==> config.mk <==
export PLATFORM = sky130hd
export DESIGN_NAME = anp_regs
export DESIGN_NICKNAME = d
export VERILOG_FILES = /design/src/verilog/anp_pkg.sv /design/src/verilog/anp_toggle.sv /design/src/verilog/anp_regs.sv
export SDC_FILE = /design/constraint.sdc
export NUM_CORES = 1
export LEC_CHECK = 0
export BUFFER_PORTS_ARGS = -buffer_cell sky130_fd_sc_hd__buf_2
export CAP_MARGIN = 20
export CORE_MARGIN = 4
export CORE_UTILIZATION = 45
export DETAILED_ROUTE_END_ITERATION = 10
export PLACE_DENSITY_LB_ADDON = 0.2
export RECOVER_POWER = 50
export SETUP_SLACK_MARGIN = 0.02
export SLEW_MARGIN = 10
export SYNTH_ARGS = -nofsm -noshare
export SYNTH_HDL_FRONTEND = slang
export SYNTH_HIERARCHICAL = 1
export SYNTH_SLANG_ARGS = --single-unit
==> constraint.sdc <==
create_clock -name i_sys_clk -period 2.4 [get_ports i_sys_clk]
set_clock_uncertainty 0.15 [all_clocks]
set_input_delay 0.12 -clock i_sys_clk [delete_from_list [all_inputs] [get_ports i_sys_clk]]
set_output_delay 0.12 -clock i_sys_clk [all_outputs]
set_load 0.05 [all_outputs]
==> src/verilog/anp_pkg.sv <==
// Package for the next page register pair: offsets, fields, reset values.
// Assumes a 16-bit management register space addressed by 5-bit offsets.
package anp_pkg;
  localparam int          REG_AW          = 5;
  localparam logic [4:0]  OFF_EXPANSION   = 5'h06;
  localparam logic [4:0]  OFF_LOCAL_NP    = 5'h07;
  localparam logic [4:0]  OFF_PARTNER_NP  = 5'h08;
  localparam int          BIT_NP          = 15;
  localparam int          BIT_ACK         = 14;
  localparam int          BIT_MP          = 13;
  localparam int          BIT_ACK2        = 12;
  localparam int          BIT_TOGGLE      = 11;
  localparam int          CODE_W          = 11;
  localparam int          BIT_PAGE_RX     = 1;
  localparam int          BIT_LOCAL_NP_OK = 2;
  localparam logic [15:0] LOCAL_NP_RESET  = 16'h2001;
  localparam logic [15:0] PARTNER_RESET   = 16'h0000;
  localparam logic [15:0] LOCAL_NP_WMASK  = 16'hb7ff;
endpackage

==> src/verilog/anp_toggle.sv <==
// Toggle tracker: holds the toggle bit of the next page to be sent.
// Assumes a one-cycle pulse per completed link code word exchange.
`timescale 1ns/1ps
`default_nettype none
module anp_toggle
  import anp_pkg::*;
(
  input  wire logic i_sys_clk,
  input  wire logic i_reset_n,
  input  wire logic i_exchanged,
  input  wire logic i_sent_toggle,
  output logic      o_toggle
);
  typedef struct packed {
    logic toggle;
  } anp_tog_t;
  anp_tog_t st_q, st_d;

  always_comb begin
    st_d = st_q;
    if (i_exchanged) begin
      st_d.toggle = ~i_sent_toggle;
    end
  end

  always_ff @(posedge i_sys_clk or negedge i_reset_n) begin
    if (!i_reset_n) begin
      st_q <= '0;
    end else begin
      st_q <= st_d;
    end
  end

  assign o_toggle = st_q.toggle;
endmodule
`default_nettype wire

==> src/verilog/anp_regs.sv <==
// Next page register pair with the page received flag of the expansion register.
// Assumes the management port gives one-cycle read and write strobes.
// Contract
// - Message page flag in transmit register: clear unformatted, set message; writable.
// - Bit 12 comply acknowledge: 0 cannot comply, 1 will comply; writable.
// - Transmitted toggle bit is inverse of previously exchanged toggle.
// - Bits 10-0 are the writable code; message code when bit 13 set.
// - Code field resets to 0x1, the null page.
// - Partner register bit 15 shows partner next page request.
// - Partner register bit 14 shows partner acknowledge.
// - Partner register bit 13 shows received page type.
// - Partner register at offset 0x8, reads zero after reset.
// - Page received flag set on new page arrival, cleared by reading the expansion register.
`timescale 1ns/1ps
`default_nettype none
module anp_regs
  import anp_pkg::*;
(
  input  wire logic              i_sys_clk,
  input  wire logic              i_reset_n,
  input  wire logic [REG_AW-1:0] i_reg_addr,
  input  wire logic              i_reg_wr,
  input  wire logic              i_reg_rd,
  input  wire logic [15:0]       i_reg_wdata,
  output logic      [15:0]       o_reg_rdata,
  output logic                   o_reg_hit,
  input  wire logic              i_page_rx_valid,
  input  wire logic [15:0]       i_page_rx_word,
  input  wire logic              i_page_tx_done,
  output logic      [15:0]       o_page_tx_word,
  output logic                   o_page_rx_flag
);
  typedef struct packed {
    logic [15:0] local_np;
    logic [15:0] partner_np;
    logic        page_rx;
    logic [15:0] rdata;
    logic        hit;
    logic [15:0] tx_word;
  } anp_regs_t;
  anp_regs_t st_q, st_d;
  logic      toggle;

  function automatic logic [15:0] read_mux(input logic [REG_AW-1:0] a,
                                           input logic [15:0] lnp,
                                           input logic [15:0] pnp,
                                           input logic        prx);
    logic [15:0] r;
    r = '0;
    case (a)
      OFF_LOCAL_NP:   r = lnp;
      OFF_PARTNER_NP: r = pnp;
      OFF_EXPANSION: begin
        r[BIT_PAGE_RX]     = prx;
        r[BIT_LOCAL_NP_OK] = 1'b1;
      end
      default:        r = '0;
    endcase
    return r;
  endfunction

  function automatic logic is_mapped(input logic [REG_AW-1:0] a);
    return (a == OFF_LOCAL_NP) || (a == OFF_PARTNER_NP) || (a == OFF_EXPANSION);
  endfunction

  anp_toggle u_toggle (
    .i_sys_clk     (i_sys_clk),
    .i_reset_n     (i_reset_n),
    .i_exchanged   (i_page_tx_done),
    .i_sent_toggle (st_q.tx_word[BIT_TOGGLE]),
    .o_toggle      (toggle)
  );

  always_comb begin
    st_d = st_q;
    st_d.hit = 1'b0;
    if (i_reg_wr && i_reg_addr == OFF_LOCAL_NP) begin
      // Toggle and reserved bit 14 are not writable
      st_d.local_np = i_reg_wdata & LOCAL_NP_WMASK;
    end
    if (i_reg_rd) begin
      st_d.rdata = read_mux(i_reg_addr, {st_q.local_np[BIT_NP:BIT_ACK2], toggle,
                            st_q.local_np[CODE_W-1:0]}, st_q.partner_np, st_q.page_rx);
      st_d.hit = is_mapped(i_reg_addr);
      // Reading the expansion register clears the latched flag
      if (i_reg_addr == OFF_EXPANSION) begin
        st_d.page_rx = 1'b0;
      end
    end
    if (i_page_rx_valid) begin
      st_d.partner_np = i_page_rx_word;
      st_d.page_rx = 1'b1;
    end
    // Toggle comes from the tracker, never from the stored copy
    st_d.tx_word = {st_q.local_np[BIT_NP:BIT_ACK2], toggle,
                    st_q.local_np[CODE_W-1:0]};
  end

  always_ff @(posedge i_sys_clk or negedge i_reset_n) begin
    if (!i_reset_n) begin
      st_q.local_np   <= LOCAL_NP_RESET;
      st_q.partner_np <= PARTNER_RESET;
      st_q.page_rx    <= 1'b0;
      st_q.rdata      <= '0;
      st_q.hit        <= 1'b0;
      st_q.tx_word    <= LOCAL_NP_RESET;
    end else begin
      st_q <= st_d;
    end
  end

  assign o_reg_rdata    = st_q.rdata;
  assign o_reg_hit      = st_q.hit;
  assign o_page_tx_word = st_q.tx_word;
  assign o_page_rx_flag = st_q.page_rx;
endmodule
`default_nettype wire

==> results.md <==
| Step | Parameter | Value |
|:---|:---|:---|
| power | Portion of total power attributed to combinational logic | 18.6% |
| timing | Rel. slew slack | 43.5% |
| synth | Dominant synthesized flop cell | sky130_fd_sc_hd__dfrtp_1 |
| final layout | Most used cells in the layout excluding fill and tap cells | sky130_fd_sc_hd__dfrtp_1, sky130_fd_sc_hd__buf_2, sky130_fd_sc_hd__dlygate4sd3_1, sky130_fd_sc_hd__mux2_2, sky130_fd_sc_hd__clkbuf_1 |
| final layout | Layout Nets | 311 |
| synth | Proportion of synthesized chip area in sequential cells | 61.3% |
| timing | Achievable clock frequency | 0.529 GHz |
| power | Switching power total | 0.766 mW |
| power | Power per unit of standard cell area | 795 nW/um2 |
| die | Count of standard-cell rows | 27 |
| timing | Total count of hold-check failures in the final report | 0 |
| die | Floorplan die width | 84.3 um |
| final layout | Antenna cells | 0 |
| synth | Cell accounting for the most synthesized area | sky130_fd_sc_hd__dfrtp_1 |
| grt | First-pass GRT wire length | 9.02 mm |
| synth | Synthesis warning total | 6 |
| final layout | Core occupancy in the finished layout | 60.1% |
| final layout | Filler-free cell count of the finished design | 344 |
| cts | Clock latency of the later-clocked register in the worst-skew pair | 330 ps |
| synth | Post-Synthesis Cells | 184 |
| synth | Count of distinct cell types in the synthesized netlist | 27 |
| power | Static Leak | 1.59 nW |
| job | Max-cap violations | 0 |
| drt | Detailed-routing iteration count for the pre-antenna-repair pass | 4 |
| timing | Post-Route Setup TNS | 0 ps |
| die | IO Count | 77 |
| timing | Shortest period the worst path allows | 1890 ps |
| drt | Residual DRC | 0 |
| run status | Status | finished, final reports clean |
| die | Initial cell density of the core | 47.0% |
| timing | Number of pins exceeding their max-slew limit in the final report | 0 |
| timing | Transition time at the pin with the least slew margin | 848 ps |
| worst setup path | Critical setup path kind | in -> reg |
| grt | GRT Residual Overflow | 0 |
| power | Seq pwr share | 49.0% |
| worst setup path | Depth of the worst register-to-register path | 3 |
| timing | Post-route clock period utilization | 78.8% |
| cts | Clock H-tree levels | 3 |
| hold path | Hold WC Path Type | in -> reg |
| worst setup path | Biggest fanout along the worst timing path | 7 |
| grt | Global-route usage over all layers | 16.5% |
| cts | Inserted Clock Buffers | 9 |
| placement | GP Congestion | 0.749 |
| synth | Avg Inst Size Synth | 14.2 um2 |
| final layout | Most common library cell in the layout ignoring fill and taps | sky130_fd_sc_hd__dfrtp_1 |
| drt | Routed via count divided by cell count | 4.95 |
| grt | Maximum number of pins on one net before global-route repair | 35 |
| die | Height of the die | 84.3 um |
| drt | Detailed Route Iter0 Violations | 72 |
| power | Sw frac | 28.8% |
| cts | CTS Buffer Depth | 2 |
| power | Design internal power | 1.90 mW |
| hold path | Hold-critical path depth | 3 |
| grt | Number of antenna violations at the first check in global routing | 0 |
| synth | Count of flip-flops with a built-in enable after synthesis | 0 |
| synth | Synthesized Nets | 227 |
| cts | Clock slew at the register clock pins of the worst setup and hold paths | 60 ps |
| power | Share of total power in the clock network | 32.5% |
| synth | Cell area after technology mapping | 2620 um2 |
| synth | Area contributors post-synth | sky130_fd_sc_hd__dfrtp_1, sky130_fd_sc_hd__mux2_2, sky130_fd_sc_hd__buf_4 |
| worst setup path | Critical path capture point type | flip-flop |
| grt | Via count of the first global-routing pass | 1,821 |
| synth | Ys async rst share | 100% |
| drt | Post-detailed-route count of antenna-violating nets | 0 |
| timing | Setup violators final | 0 |
| synth | Number of storage elements in the synthesis netlist | 64 |
| worst setup path | Worst setup SP type | input port |
| worst setup path | CP Data Required Time | 2510 ps |
| die | Core footprint | 5570 um2 |
| timing | Setup repair after global routing missed its margin | no |
| die | Area of the die | 7110 um2 |
| worst setup path | Worst path arrival time | 2000 ps |
| placement | Worst setup timing slack at the placement stage | 624 ps |
| timing | Worst setup slack after layout | 508 ps |
| cts | Total clock sinks | 64 |
| placement | Instance count after placement with tap cells included | 295 |
| placement | Buffers on Ports | 73 |
| cts | Library cell used as clock root buffer | sky130_fd_sc_hd__clkbuf_8 |
| final layout | Area growth syn-to-layout | 27.7% |
| placement | Total half-perimeter wirelength after legalization and detailed placement | 3.48 mm |
| final layout | Share of cells above drive strength 1 | 40.1% |
| cts | Buffers inserted during post-CTS setup optimization | 0 |
| drt | Detailed-route wire length per cell | 15.5 um |
| power | VDD IR max | 0.436 mV |
| drt | Total vias in the final route | 1,704 |
| drt | Total Routed Length | 5.32 mm |
| cts | TritonCTS clock tree | yes |
| synth | Share of the synthesized area in the top cell type | 57.3% |
critical path: stages:
cell                            delay, ps
sky130_fd_sc_hd__dlygate4sd3_1        530
sky130_fd_sc_hd__buf_2                140
sky130_fd_sc_hd__nand4b_1             260
sky130_fd_sc_hd__nor3_2               530
sky130_fd_sc_hd__buf_4                280
sky130_fd_sc_hd__a221o_1              140
power by group through the flow:
stage	clock network (mW)	logic, mW	registers (mW)
3_5_place_dp	0	0.471	1.32
4_1_cts	0.895	0.514	1.31
3_3_place_gp	0	0.465	1.32
2_1_floorplan	0	0.421	1.30
6_report	0.865	0.494	1.30
5_1_grt	0.955	0.530	1.32
registers in the layout, summed over array words and instances (netlist names):
| register | count |
|---|---|
| o_page_tx_word | 15 |
| u_toggle/o_toggle | 1 |
| st_q | 16 |
| o_reg_rdata | 16 |
| o_reg_hit | 1 |
| o_page_rx_flag | 1 |
| st_d | 14 |
metrics by stage:
stage	power (mW)	hold slack, ps	instance area [um2]
3_5_place_dp	1.79	81.0	2840
4_1_cts	2.71	15.7	3370
3_3_place_gp	1.78	79.9	2840
6_report	2.66	31.5	3350
5_1_grt	2.81	22.7	3350
2_1_floorplan	1.72	-326	2620
final timing paths:
check	start	to	slack [ps]
worst max-delay path	i_reg_addr[4]	o_reg_rdata[5]	510
worst min-delay path	i_reg_addr[1]	o_reg_hit	30
worst max register to register	o_page_rx_flag	o_reg_rdata[1]	1060
worst min register to register	st_d[0]	o_page_tx_word[0]	250
max in group asynchronous	i_reset_n	o_page_tx_word[13]	1090
min in group asynchronous	i_reset_n	o_page_tx_word[4]	290
timing repair:
| item | in CTS | in global routing |
|---|---|---|
| gates resized for setup | 0 | 0 |
| endpoints found under the setup margin | 0 | 0 |
| hold endpoints to repair | 64 | 0 |
| hold buffers | 34 | 0 |
per-layer routing:
layer  vias to the layer above  track usage (%)  part of all wire, %
li1                        786                -                    -
met1                       851             20.3                   42
met2                        58             26.0                   49
met3                         9             5.89                  7.2
met4                         0             7.31                  1.6
met5                         -                0                    0
cell usage after synthesis, drive strengths merged, types with 2 or more instances:
cell type and count:
inv 3, dfrtp 60, clkbuf 2, buf 36, nor3 2, nor2b 15
nand2b 3, a2bb2oi 2, dfstp 4, a221o 14, mux2 29
cell type report:
class / instances / area (um2)
Clock inverter: 1 / 30.0
Timing Repair Buffer: 111 / 729
Tap cell: 72 / 90.1
Inverter: 3 / 11.3
Clock buffer: 14 / 153
Sequential cell: 64 / 1610
Multi-Input combinational cell: 79 / 728
Fill cell: 484 / 2230
logic make-up (layout without fill, tap and decap cells):
logic type             after synthesis  in the layout  share of synthesized area (%)
and+or+nand+nor                     27             27                           7.21
DFF                                 64             64                           61.3
muxes                               30             30                           12.8
AOI/OAI and AO/OA                   21             21                           7.40
buffers and inverters               41            129                           11.1
other                                1              1                          0.143
Power figures use the tool's default switching activity.
